==> src/filt_irq_pkg.sv <==
// Purpose: Shared constants and types for the CAN acceptance filter,
//          interrupt flag and power-mode control block.
// Assumes: APB register bus with 32-bit data, one aligned word per register.
// Notes:   Flag registers are write-one-to-clear; configuration is locked
//          unless the soft-reset bit is set.
package filt_irq_pkg;

  // Register byte offsets
  localparam logic [7:0] OFS_CTRL     = 8'h00;
  localparam logic [7:0] OFS_CTL_TWO  = 8'h04;
  localparam logic [7:0] OFS_BT_A     = 8'h08;
  localparam logic [7:0] OFS_BT_B     = 8'h0C;
  localparam logic [7:0] OFS_FILT     = 8'h10;
  localparam logic [7:0] OFS_RX_FLAG  = 8'h14;
  localparam logic [7:0] OFS_RX_EN    = 8'h18;
  localparam logic [7:0] OFS_TX_FLAG  = 8'h1C;
  localparam logic [7:0] OFS_TX_EN    = 8'h20;
  localparam logic [7:0] OFS_ERR_CNT  = 8'h24;
  localparam logic [7:0] OFS_PAT0     = 8'h28;
  localparam logic [7:0] OFS_PAT1     = 8'h2C;
  localparam logic [7:0] OFS_MSK0     = 8'h30;
  localparam logic [7:0] OFS_MSK1     = 8'h34;

  // Control register bit positions
  localparam int CTRL_SFT = 0;
  localparam int CTRL_SLP = 1;
  localparam int CTRL_WST = 2;
  // Filter control fields
  localparam int FILT_MODE_LSB = 0;
  localparam int FILT_HIT_LSB  = 4;
  // Receive flag register bit positions
  localparam int RF_RXF  = 0;
  localparam int RF_OVR  = 1;
  localparam int RF_BOFF = 2;
  localparam int RF_TERR = 3;
  localparam int RF_RERR = 4;
  localparam int RF_TWRN = 5;
  localparam int RF_RWRN = 6;
  localparam int RF_WAKE = 7;
  // Error counter read-back fields
  localparam int ERR_TX_LSB = 8;

  // Error counter thresholds
  localparam logic [8:0] WARN_LIMIT    = 9'h060;
  localparam logic [8:0] PASSIVE_LIMIT = 9'h07F;
  localparam logic [8:0] BUSOFF_LIMIT  = 9'h0FF;

  // Reset values and line levels
  localparam logic       SFT_RESET_VAL = 1'h1;
  localparam logic [2:0] TXE_RESET_VAL = 3'h7;
  localparam logic       RECESSIVE     = 1'h1;

  typedef enum logic [1:0] {FM_TWO, FM_FOUR, FM_EIGHT, FM_CLOSED} filt_mode_t;
  typedef enum logic [1:0] {PM_NORMAL, PM_SLEEP, PM_SOFT_RESET, PM_POWER_DOWN} power_mode_t;

  // Received frame header as delivered by the protocol engine
  typedef struct packed {
    logic        ide;
    logic        rtr;
    logic        srr;
    logic [28:0] id;
  } rx_frame_t;

  // Error counters from the protocol engine
  typedef struct packed {
    logic [7:0] rx_err;
    logic [8:0] tx_err;
  } err_count_t;

  // Whole register state of the block
  typedef struct packed {
    logic            soft_reset;
    logic            wait_stop;
    logic [7:0]      ctl_two;
    logic [7:0]      bt_a;
    logic [7:0]      bt_b;
    filt_mode_t      fmode;
    logic [1:0][31:0] pat;
    logic [1:0][31:0] msk;
    logic [7:0]      rx_full_flag;
    logic [7:0]      rx_en;
    logic [2:0]      tx_empty_flag;
    logic [2:0]      tx_en;
    logic [2:0]      hit;
    logic            bg_full;
    logic [2:0]      bg_hit;
    logic            copy;
    logic            tx_out;
    logic            rx_s1;
    logic            rx_s2;
    logic [31:0]     prdata;
  } state_t;

endpackage

==> src/can_filter_irq_power_ctrl.sv <==
// Purpose: CAN receive acceptance filter, interrupt flags and power-mode
//          control with an APB register slave.
// Assumes: Protocol engine on pclk delivers frame_ok at end of frame,
//          transmit-done pulses and error counters; rx_pin is asynchronous.
// Notes:   Zero-wait APB; read data is captured in the setup cycle.
//
// Register access over APB and the register addresses were decided locally.
`timescale 1ns/1ps
module can_filter_irq_power_ctrl (
  input  wire logic                     pclk,
  input  wire logic                     presetn,
  input  wire logic                     psel,
  input  wire logic                     penable,
  input  wire logic                     pwrite,
  input  wire logic [7:0]               paddr,
  input  wire logic [31:0]              pwdata,
  output logic      [31:0]              prdata,
  output logic                          pready,
  output logic                          pslverr,
  input  wire logic                     frame_ok,
  input  wire filt_irq_pkg::rx_frame_t  frame,
  input  wire logic [2:0]               tx_done,
  input  wire logic                     core_tx,
  input  wire filt_irq_pkg::err_count_t err_cnt,
  input  wire logic                     sleep_ack,
  input  wire logic                     cpu_stop,
  input  wire logic                     cpu_wait,
  input  wire logic                     rx_pin,
  output logic                          tx_pin,
  output logic                          irq_wakeup,
  output logic                          irq_error,
  output logic                          irq_rx,
  output logic                          irq_tx,
  output logic                          copy_to_fg,
  output logic      [2:0]               filter_hit_index,
  output filt_irq_pkg::power_mode_t     power_mode,
  output logic      [7:0]               control_two,
  output logic      [7:0]               bit_timing_a,
  output logic      [7:0]               bit_timing_b
);

  filt_irq_pkg::state_t      s;
  filt_irq_pkg::state_t      next_s;
  filt_irq_pkg::power_mode_t pm;
  logic [31:0]               fw;
  logic [7:0]                m8;
  logic [3:0]                m16;
  logic [1:0]                m32;
  logic [7:0]                hits;
  logic [2:0]                low_idx;
  logic                      accept;
  logic                      wr;
  logic                      rd_setup;
  logic                      mapped;
  logic [7:0]                err_cond;
  logic [7:0]                rx_set;
  logic [7:0]                rx_clr;

  // Power mode from CPU state and control bits
  always_comb begin
    if (cpu_stop || (cpu_wait && s.wait_stop)) begin
      pm = filt_irq_pkg::PM_POWER_DOWN;
    end else if (sleep_ack && !s.soft_reset) begin
      pm = filt_irq_pkg::PM_SLEEP;
    end else if (s.soft_reset) begin
      pm = filt_irq_pkg::PM_SOFT_RESET;
    end else begin
      pm = filt_irq_pkg::PM_NORMAL;
    end
  end

  // Frame word in bank layout: extended id split around SRR/IDE
  assign fw = frame.ide ? {frame.id[28:18], frame.srr, frame.ide, frame.id[17:0], frame.rtr}
                        : {frame.id[10:0], frame.rtr, frame.ide, 19'h00000};

  // Per-filter compares; a set mask bit is don't care
  for (genvar i = 0; i < 8; i++) begin : g_filt
    // Byte filters: filter i uses bank i/4, first byte at the top
    assign m8[i] = &(~(fw[31:24] ^ s.pat[i/4][31-8*(i%4) -: 8]) | s.msk[i/4][31-8*(i%4) -: 8]);
    if (i < 4) begin : g_half
      // Half-word filters: 11 id bits + RTR, or 14 extended id bits
      assign m16[i] = &(~(fw[31:16] ^ s.pat[i/2][31-16*(i%2) -: 16])
                       | s.msk[i/2][31-16*(i%2) -: 16]);
    end
    if (i < 2) begin : g_full
      // Full-word filters over id, SRR, IDE, RTR
      assign m32[i] = &(~(fw ^ s.pat[i]) | s.msk[i]);
    end
  end

  // Hit vector by mode; closed mode yields none
  always_comb begin
    unique case (s.fmode)
      filt_irq_pkg::FM_TWO:   hits = {6'h00, m32};
      filt_irq_pkg::FM_FOUR:  hits = {4'h0, m16};
      filt_irq_pkg::FM_EIGHT: hits = m8;
      filt_irq_pkg::FM_CLOSED: hits = 8'h00;
    endcase
  end

  // Lowest-numbered hit wins, encoded in binary
  always_comb begin
    low_idx = 3'h0;
    for (int k = 7; k >= 0; k--) begin
      if (hits[k]) begin
        low_idx = 3'(k);
      end
    end
  end

  // Accepted only at end of a good frame in normal or sleep mode
  assign accept = frame_ok && (|hits) && (pm == filt_irq_pkg::PM_NORMAL
                  || pm == filt_irq_pkg::PM_SLEEP);

  // APB decode; registers unreachable in power-down
  assign wr       = psel && penable && pwrite && pm != filt_irq_pkg::PM_POWER_DOWN;
  assign rd_setup = psel && !penable && !pwrite;
  always_comb begin
    unique case (paddr)
      filt_irq_pkg::OFS_CTRL, filt_irq_pkg::OFS_CTL_TWO, filt_irq_pkg::OFS_BT_A,
      filt_irq_pkg::OFS_BT_B, filt_irq_pkg::OFS_FILT, filt_irq_pkg::OFS_RX_FLAG,
      filt_irq_pkg::OFS_RX_EN, filt_irq_pkg::OFS_TX_FLAG, filt_irq_pkg::OFS_TX_EN,
      filt_irq_pkg::OFS_ERR_CNT, filt_irq_pkg::OFS_PAT0, filt_irq_pkg::OFS_PAT1,
      filt_irq_pkg::OFS_MSK0, filt_irq_pkg::OFS_MSK1: mapped = 1'h1;
      default: mapped = 1'h0;
    endcase
  end
  assign pready  = 1'h1;
  assign pslverr = psel && penable && (!mapped || pm == filt_irq_pkg::PM_POWER_DOWN);

  // Error conditions that set and hold flags
  always_comb begin
    err_cond = 8'h00;
    err_cond[filt_irq_pkg::RF_RWRN] = {1'h0, err_cnt.rx_err} >= filt_irq_pkg::WARN_LIMIT;
    err_cond[filt_irq_pkg::RF_TWRN] = err_cnt.tx_err >= filt_irq_pkg::WARN_LIMIT;
    err_cond[filt_irq_pkg::RF_RERR] = {1'h0, err_cnt.rx_err} > filt_irq_pkg::PASSIVE_LIMIT;
    err_cond[filt_irq_pkg::RF_TERR] = err_cnt.tx_err > filt_irq_pkg::PASSIVE_LIMIT;
    err_cond[filt_irq_pkg::RF_BOFF] = err_cnt.tx_err > filt_irq_pkg::BUSOFF_LIMIT;
  end

  // Next-state logic for the whole register set
  always_comb begin
    next_s      = s;
    next_s.copy = 1'h0;
    // Pin synchroniser
    next_s.rx_s1 = rx_pin;
    next_s.rx_s2 = s.rx_s1;
    // Transmit pin forced recessive outside normal mode
    next_s.tx_out = (pm == filt_irq_pkg::PM_NORMAL) ? core_tx : filt_irq_pkg::RECESSIVE;

    // Flag set events
    rx_set = err_cond;
    rx_set[filt_irq_pkg::RF_WAKE] = sleep_ack && !s.rx_s2;
    rx_clr = 8'h00;
    if (wr && paddr == filt_irq_pkg::OFS_RX_FLAG) begin
      rx_clr = pwdata[7:0] & ~err_cond;
    end

    // Software writes; counters have no write path
    if (wr) begin
      unique case (paddr)
        filt_irq_pkg::OFS_CTRL: begin
          next_s.soft_reset = pwdata[filt_irq_pkg::CTRL_SFT];
          next_s.wait_stop  = pwdata[filt_irq_pkg::CTRL_WST];
        end
        filt_irq_pkg::OFS_RX_EN:  next_s.rx_en = pwdata[7:0];
        filt_irq_pkg::OFS_TX_EN:  next_s.tx_en = pwdata[2:0];
        filt_irq_pkg::OFS_TX_FLAG: next_s.tx_empty_flag = s.tx_empty_flag & ~pwdata[2:0];
        default: ;
      endcase
      // Configuration lock
      if (s.soft_reset) begin
        unique case (paddr)
          filt_irq_pkg::OFS_CTL_TWO: next_s.ctl_two = pwdata[7:0];
          filt_irq_pkg::OFS_BT_A:    next_s.bt_a    = pwdata[7:0];
          filt_irq_pkg::OFS_BT_B:    next_s.bt_b    = pwdata[7:0];
          filt_irq_pkg::OFS_FILT:
            next_s.fmode = filt_irq_pkg::filt_mode_t'(pwdata[filt_irq_pkg::FILT_MODE_LSB +: 2]);
          filt_irq_pkg::OFS_PAT0:    next_s.pat[0]  = pwdata;
          filt_irq_pkg::OFS_PAT1:    next_s.pat[1]  = pwdata;
          filt_irq_pkg::OFS_MSK0:    next_s.msk[0]  = pwdata;
          filt_irq_pkg::OFS_MSK1:    next_s.msk[1]  = pwdata;
          default: ;
        endcase
      end
    end
    // Transmit done sets empty flags, winning over a clear
    next_s.tx_empty_flag = next_s.tx_empty_flag | tx_done;

    // In normal mode, release of the foreground buffer pulls the background message forward
    if (rx_clr[filt_irq_pkg::RF_RXF] && s.bg_full && pm == filt_irq_pkg::PM_NORMAL) begin
      rx_set[filt_irq_pkg::RF_RXF] = 1'h1;
      next_s.hit     = s.bg_hit;
      next_s.bg_full = 1'h0;
      next_s.copy    = 1'h1;
    end
    // Accepted frame: foreground, background or overrun
    if (accept) begin
      if (!s.rx_full_flag[filt_irq_pkg::RF_RXF]) begin
        rx_set[filt_irq_pkg::RF_RXF] = 1'h1;
        next_s.hit  = low_idx;
        next_s.copy = 1'h1;
      end else if (!s.bg_full) begin
        next_s.bg_full = 1'h1;
        next_s.bg_hit  = low_idx;
      end else begin
        rx_set[filt_irq_pkg::RF_OVR] = 1'h1;
      end
    end
    // Set wins over clear
    next_s.rx_full_flag = (s.rx_full_flag & ~rx_clr) | rx_set;

    // Read data captured in setup phase
    if (rd_setup) begin
      next_s.prdata = 32'h00000000;
      if (pm != filt_irq_pkg::PM_POWER_DOWN) begin
        unique case (paddr)
          filt_irq_pkg::OFS_CTRL: begin
            next_s.prdata[filt_irq_pkg::CTRL_SFT] = s.soft_reset;
            next_s.prdata[filt_irq_pkg::CTRL_SLP] = sleep_ack;
            next_s.prdata[filt_irq_pkg::CTRL_WST] = s.wait_stop;
          end
          filt_irq_pkg::OFS_CTL_TWO: next_s.prdata[7:0] = s.ctl_two;
          filt_irq_pkg::OFS_BT_A:    next_s.prdata[7:0] = s.bt_a;
          filt_irq_pkg::OFS_BT_B:    next_s.prdata[7:0] = s.bt_b;
          filt_irq_pkg::OFS_FILT: begin
            next_s.prdata[filt_irq_pkg::FILT_MODE_LSB +: 2] = s.fmode;
            next_s.prdata[filt_irq_pkg::FILT_HIT_LSB +: 3]  = s.hit;
          end
          filt_irq_pkg::OFS_RX_FLAG: next_s.prdata[7:0] = s.rx_full_flag;
          filt_irq_pkg::OFS_RX_EN:   next_s.prdata[7:0] = s.rx_en;
          filt_irq_pkg::OFS_TX_FLAG: next_s.prdata[2:0] = s.tx_empty_flag;
          filt_irq_pkg::OFS_TX_EN:   next_s.prdata[2:0] = s.tx_en;
          filt_irq_pkg::OFS_ERR_CNT: begin
            next_s.prdata[7:0] = err_cnt.rx_err;
            next_s.prdata[filt_irq_pkg::ERR_TX_LSB +: 9] = err_cnt.tx_err;
          end
          filt_irq_pkg::OFS_PAT0:    next_s.prdata = s.pat[0];
          filt_irq_pkg::OFS_PAT1:    next_s.prdata = s.pat[1];
          filt_irq_pkg::OFS_MSK0:    next_s.prdata = s.msk[0];
          filt_irq_pkg::OFS_MSK1:    next_s.prdata = s.msk[1];
          default: ;
        endcase
      end
    end
  end

  // State register
  always_ff @(posedge pclk or negedge presetn) begin
    if (!presetn) begin
      s            <= '0;
      s.soft_reset <= filt_irq_pkg::SFT_RESET_VAL;
      s.tx_empty_flag        <= filt_irq_pkg::TXE_RESET_VAL;
      s.tx_out     <= filt_irq_pkg::RECESSIVE;
      s.rx_s1      <= filt_irq_pkg::RECESSIVE;
      s.rx_s2      <= filt_irq_pkg::RECESSIVE;
    end else begin
      s <= next_s;
    end
  end

  // Interrupt outputs stay high while any enabled flag is set; the wake-up output also needs sleep_ack
  assign irq_wakeup = s.rx_full_flag[filt_irq_pkg::RF_WAKE] && s.rx_en[filt_irq_pkg::RF_WAKE]
                      && sleep_ack;
  assign irq_error  = |(s.rx_full_flag[filt_irq_pkg::RF_RWRN:filt_irq_pkg::RF_OVR]
                        & s.rx_en[filt_irq_pkg::RF_RWRN:filt_irq_pkg::RF_OVR]);
  assign irq_rx     = s.rx_full_flag[filt_irq_pkg::RF_RXF] && s.rx_en[filt_irq_pkg::RF_RXF];
  assign irq_tx     = |(s.tx_empty_flag & s.tx_en);

  // Data outputs straight from flops, except power_mode which is combinational
  assign prdata           = s.prdata;
  assign tx_pin           = s.tx_out;
  assign copy_to_fg       = s.copy;
  assign filter_hit_index = s.hit;
  assign power_mode       = pm;
  assign control_two      = s.ctl_two;
  assign bit_timing_a     = s.bt_a;
  assign bit_timing_b     = s.bt_b;

  // Checks
  closed_no_rxf_a: assert property (@(posedge pclk) disable iff (!presetn)
    (s.fmode == filt_irq_pkg::FM_CLOSED && !s.rx_full_flag[filt_irq_pkg::RF_RXF] && !s.bg_full)
    |=> !s.rx_full_flag[filt_irq_pkg::RF_RXF])
    else $error("full flag set in closed mode");
  rx_accept_a: assert property (@(posedge pclk) disable iff (!presetn)
    (accept && !s.rx_full_flag[filt_irq_pkg::RF_RXF])
    |=> s.rx_full_flag[filt_irq_pkg::RF_RXF] && filter_hit_index == $past(low_idx))
    else $error("accepted frame not flagged with lowest hit");
  cfg_lock_a: assert property (@(posedge pclk) disable iff (!presetn)
    (wr && !s.soft_reset) |=> $stable(s.pat) && $stable(s.msk) && $stable(s.fmode)
    && $stable(s.bt_a))
    else $error("locked configuration changed");
  tx_recessive_a: assert property (@(posedge pclk) disable iff (!presetn)
    (pm != filt_irq_pkg::PM_NORMAL) |=> tx_pin == filt_irq_pkg::RECESSIVE)
    else $error("tx pin driven in low-power mode");
  overrun_set_a: assert property (@(posedge pclk) disable iff (!presetn)
    (accept && s.rx_full_flag[filt_irq_pkg::RF_RXF] && s.bg_full) |=> s.rx_full_flag[filt_irq_pkg::RF_OVR]
    && $stable(s.hit))
    else $error("overrun not flagged");
  w1c_clear_a: assert property (@(posedge pclk) disable iff (!presetn)
    (wr && paddr == filt_irq_pkg::OFS_RX_FLAG && s.rx_full_flag[filt_irq_pkg::RF_OVR]
     && !pwdata[filt_irq_pkg::RF_OVR]) |=> s.rx_full_flag[filt_irq_pkg::RF_OVR])
    else $error("write of zero cleared a flag");
  warn_hold_a: assert property (@(posedge pclk) disable iff (!presetn)
    ({1'h0, err_cnt.rx_err} >= filt_irq_pkg::WARN_LIMIT) |=> s.rx_full_flag[filt_irq_pkg::RF_RWRN])
    else $error("warning flag not held");
  busoff_set_a: assert property (@(posedge pclk) disable iff (!presetn)
    (err_cnt.tx_err > filt_irq_pkg::BUSOFF_LIMIT) |=> s.rx_full_flag[filt_irq_pkg::RF_BOFF])
    else $error("bus-off flag not set");
  wake_gate_a: assert property (@(posedge pclk) disable iff (!presetn)
    irq_wakeup |-> sleep_ack && s.rx_en[filt_irq_pkg::RF_WAKE])
    else $error("wake interrupt without ack and enable");
  tx_irq_a: assert property (@(posedge pclk) disable iff (!presetn)
    (|(tx_done & s.tx_en) && !(wr && paddr == filt_irq_pkg::OFS_TX_EN)) |=> irq_tx)
    else $error("transmit interrupt missing");
  err_read_a: assert property (@(posedge pclk) disable iff (!presetn)
    (rd_setup && paddr == filt_irq_pkg::OFS_ERR_CNT && pm != filt_irq_pkg::PM_POWER_DOWN)
    |=> prdata[7:0] == $past(err_cnt.rx_err))
    else $error("error counter read-back wrong");
  passive_set_a: assert property (@(posedge pclk) disable iff (!presetn)
    ({1'h0, err_cnt.rx_err} > filt_irq_pkg::PASSIVE_LIMIT)
    |=> s.rx_full_flag[filt_irq_pkg::RF_RERR])
    else $error("receive passive flag not set");
  rx_irq_hold_a: assert property (@(posedge pclk) disable iff (!presetn)
    (irq_rx && !wr)
    |=> irq_rx)
    else $error("receive interrupt dropped while flag set");
  sleep_mode_a: assert property (@(posedge pclk) disable iff (!presetn)
    (!cpu_stop && !cpu_wait && sleep_ack && !s.soft_reset)
    |-> power_mode == filt_irq_pkg::PM_SLEEP)
    else $error("sleep mode not selected");
  two_mode_hit_a: assert property (@(posedge pclk) disable iff (!presetn)
    (accept && !s.rx_full_flag[filt_irq_pkg::RF_RXF] && s.fmode == filt_irq_pkg::FM_TWO)
    |=> filter_hit_index[2:1] == 2'h0)
    else $error("hit index outside two-filter range");
  eight_hit_a: assert property (@(posedge pclk) disable iff (!presetn)
    (accept && !s.rx_full_flag[filt_irq_pkg::RF_RXF] && s.fmode == filt_irq_pkg::FM_EIGHT
     && !(|m8[3:0]) && m8[4])
    |=> filter_hit_index == 3'h4)
    else $error("eight-filter hit index wrong");
  tx_clear_a: assert property (@(posedge pclk) disable iff (!presetn)
    (wr && paddr == filt_irq_pkg::OFS_TX_FLAG && pwdata[0] && !tx_done[0])
    |=> !s.tx_empty_flag[0])
    else $error("transmit empty flag not cleared");

  cover property (@(posedge pclk) disable iff (!presetn)
    accept && s.fmode == filt_irq_pkg::FM_FOUR);
  cover property (@(posedge pclk) disable iff (!presetn)
    accept && s.rx_full_flag[filt_irq_pkg::RF_RXF] && s.bg_full);
  cover property (@(posedge pclk) disable iff (!presetn) irq_wakeup);
  cover property (@(posedge pclk) disable iff (!presetn) s.copy && !accept);
  cover property (@(posedge pclk) disable iff (!presetn)
    accept && s.fmode == filt_irq_pkg::FM_EIGHT);

endmodule

==> config.mk <==
export PLATFORM = sky130hd
export DESIGN_NAME = can_filter_irq_power_ctrl
export DESIGN_NICKNAME = d
export VERILOG_FILES = /design/src/filt_irq_pkg.sv /design/src/can_filter_irq_power_ctrl.sv
export SDC_FILE = /design/constraint.sdc
export NUM_CORES = 1
export LEC_CHECK = 0
export ABC_AREA = 1
export BUFFER_PORTS_ARGS = -buffer_cell sky130_fd_sc_hd__buf_4
export CORE_MARGIN = 5
export CORE_UTILIZATION = 41
export DETAILED_ROUTE_END_ITERATION = 10
export SYNTH_ARGS = -nofsm -noshare
export SYNTH_HDL_FRONTEND = slang
export SYNTH_SLANG_ARGS = --single-unit
==> constraint.sdc <==
create_clock -name pclk -period 3.9 [get_ports pclk]
set_input_delay 0.39 -clock pclk [delete_from_list [all_inputs] [get_ports pclk]]
set_output_delay 0.39 -clock pclk [all_outputs]
set_load 0.01 [all_outputs]
==> flow_summary.json <==
{
  "grt_pass1_wl_um": 77800,
  "grt_pass1_vias": 12450,
  "n_antenna_cell": 0,
  "worstHoldEndpoint": "tx_pin",
  "synth_warnings": 0,
  "ys_top_cells_by_area": "dfrtp_1, nand2_1, o21ai_0",
  "wire_per_inst_um": 22.1,
  "fillers": 3232,
  "whs_path_depth": 2,
  "tns_ns": 0,
  "final_common_cell": "nand2_1",
  "drt_wl_total_um": 51600,
  "hp-start": "core_tx",
  "clock.fmax_mhz": 324,
  "synth_top_area_share_pct": 41.3,
  "power_density_mw_per_mm2": 363,
  "min_path_type": "in2reg",
  "synth.distinct_cells": 38,
  "finalCriticalPeriod_ns": 3.08,
  "synth_seq_cells": 221,
  "yosys.area.top_type": "dfrtp_1",
  "synth_ff_type": "dfrtp_1",
  "seq_area_mm2": 0.00554,
  "p_clk_share_pct": 49.5,
  "slew_headroom_pct": 34.3,
  "clock_sinks": 221,
  "p_switching_uw": 1360,
  "layout-drive-gt1-share_pct": 15.4,
  "rsz0062_at_grt": "no",
  "cts_made_buffers": 27,
  "synth_seq_area_share_pct": 42.7,
  "maxCapViolCount": 0,
  "critPathArrivalTime_ns": 3.47,
  "cts_root_buf": "clkbuf_16",
  "globalRouteOverflowTotal": 0,
  "groute.usage.overall_pct": 28.6,
  "post-cts-setup-buffers": 0,
  "critPathRequiredTime_ns": 4.29,
  "dr.pass1.iters": 6,
  "hold_slack_ns": 0.0193,
  "routabilityCongestion": 1.00,
  "ir_drop_uv": 272,
  "cts_buffer_depth": 3,
  "io_buffer_count": 170,
  "io_pins": 172,
  "reg2reg_from": "s[219]",
  "period_share_pct": 79.0,
  "power_frac_comb_pct": 9.0,
  "reg2regPathDepth": 9,
  "rows": 65,
  "crit_fanout": 48,
  "skew_ns": 0.0356,
  "multi_input_area_mm2": 0.00585,
  "reg2reg_to": "s[67]",
  "status": "completed",
  "final-setup-viol-count": 0,
  "synth_edf_count": 0,
  "switching_share_pct": 24.6,
  "worst_slew_pin_slew_ns": 0.983,
  "hpwlAfterDp_um": 39300,
  "syn_area_mm2": 0.0130,
  "area_delta_synth_final_pct": 17.7,
  "ant_nets": 0,
  "worstSetupPathType": "reg2reg",
  "slew_violations": 0,
  "fp.coreArea_mm2": 0.0314,
  "cp-start-kind": "flop",
  "finalNetCount": 2017,
  "grt_antenna_before_repair": 2,
  "die_w_um": 188,
  "synth_fp_nets": 1899,
  "hold_viol": 0,
  "regToRegSetupSlack_ns": 0.82,
  "mostFrequentLayoutCells": "nand2_1, o21ai_0, inv_1, dfrtp_1, buf_4",
  "die_h_um": 188,
  "via_count": 13048,
  "synthArstFlopShare_pct": 100,
  "drt_iter0_markers": 1411,
  "internal_power_uw": 4170,
  "cts_tree": "done",
  "cp-end-kind": "flop",
  "clkLatencyLatePin_ns": 0.57,
  "leakage_uw": 0.00751,
  "detail_route.vias_per_cell": 5.59,
  "pwr-share-seq_pct": 41.6,
  "die_area_mm2": 0.0353,
  "grt_max_degree": 117,
  "drc": 0,
  "syn-mean-instance-area_um2": 7.22,
  "cts.htree.levels": 1,
  "start_util_pct": 41.3,
  "cts.clk_slew.worst_paths_ns": 0.06,
  "syn_inst": 1796
}
critical path, cell delays in order (launching register included):
cell and delay [ns]:
dfrtp_1 0.41, a21oi_2 0.39, inv_1 0.16, nor3_2 0.34
inv_2 0.07, nor2_2 0.29, nand2_2 0.64, buf_4 0.43
nand2_1 0.06, o21ai_0 0.08
worst max path at each step:
stage / slack [ns] / start / endpoint / depth (start not counted)
final: 0.82 / s[219] / s[67] / 9
after global routing: 0.65 / s[219] / s[67] / 9
after CTS: 0.84 / s[219] / s[67] / 9
after detailed placement: 0.78 / cpu_wait / s[67] / 10
after global placement: 0.92 / cpu_wait / s[67] / 10
after floorplan: 1.96 / frame[31] / filter_hit_index[2] / 18
synth_stat cells (2+ instances only):
cell type / instances
mux2_2: 3
nand3b_1: 15
o21bai_1: 3
nand2_1: 554
clkinv_1: 6
buf_2: 10
nor2_2: 5
nand2_4: 5
nand3_1: 163
nor2_4: 2
inv_1: 214
nor2_1: 66
a21oi_1: 33
nand2_2: 17
dfstp_2: 7
o211ai_1: 5
nor3_1: 3
o22ai_1: 47
o21ai_1: 16
dfrtp_1: 214
nand3_4: 3
a211oi_1: 9
buf_6: 5
a221oi_1: 32
buf_4: 64
inv_2: 3
a22o_1: 4
nand4_1: 7
clkbuf_1: 35
nor3_2: 2
o21ai_0: 237
layer usage:
metal / vias to the layer above / global-route usage, % / part of all wire (%)
met4: 0 / 6.78 / 2.4
met5: - / 0 / 0
li1: 6063 / - / -
met3: 72 / 8.02 / 11
met1: 6219 / 41.4 / 44
met2: 694 / 42.6 / 43
flip-flops by register name, summed over array words and instances (netlist names):
register	count
s	159
prdata	32
bit_timing_a	8
bit_timing_b	8
control_two	8
filter_hit_index	3
copy_to_fg	1
next_s	1
tx_pin	1
cells by family after synthesis:
family                 Yosys count  share of synthesized area, %
AOI/OAI and AO/OA              388                          16.8
buffers and inverters          339                          12.2
DFF                            221                          42.7
muxes                            3                         0.261
other                            1                        0.0289
and+or+nand+nor                844                          28.0
power groups by stage:
stage | clock network (µW) | registers, µW | logic (µW)
2_1_floorplan | 0 | 2340 | 211
6_report | 2740 | 2300 | 496
4_1_cts | 2790 | 2300 | 489
3_5_place_dp | 0 | 2340 | 486
3_3_place_gp | 0 | 2340 | 484
5_1_grt | 2880 | 2300 | 540
layout make-up:
cell class,instances,area share (%)
Timing Repair Buffer,204,10.2
Sequential cell,221,36.3
Multi-Input combinational cell,1236,38.3
Tap cell,402,3.29
Inverter,224,5.54
Clock inverter,6,0.877
Clock buffer,43,5.47
stage by stage:
| step | setup WS, ns | cells | utilization, % | power [µW] | instance area (µm²) |
|---|---|---|---|---|---|
| after detailed placement | 0.778 | 2285 | 45.5 | 2830 | 14300 |
| after floorplan | 1.96 | 1796 | - | 2550 | 13000 |
| after CTS | 0.842 | 2336 | 48.6 | 5580 | 15300 |
| final | 0.818 | 2336 | 48.6 | 5540 | 15300 |
| after global routing | 0.646 | 2336 | 48.6 | 5720 | 15300 |
| after global placement | 0.916 | 2285 | 45.5 | 2830 | 14300 |
what timing repair did:
item	4_1_cts	5_1_grt
endpoints found under the hold margin	52	0
gates resized for setup	0	0
hold buffers	2	0
setup endpoints to repair	0	0
Note: power is estimated with default switching activity, not from simulation.
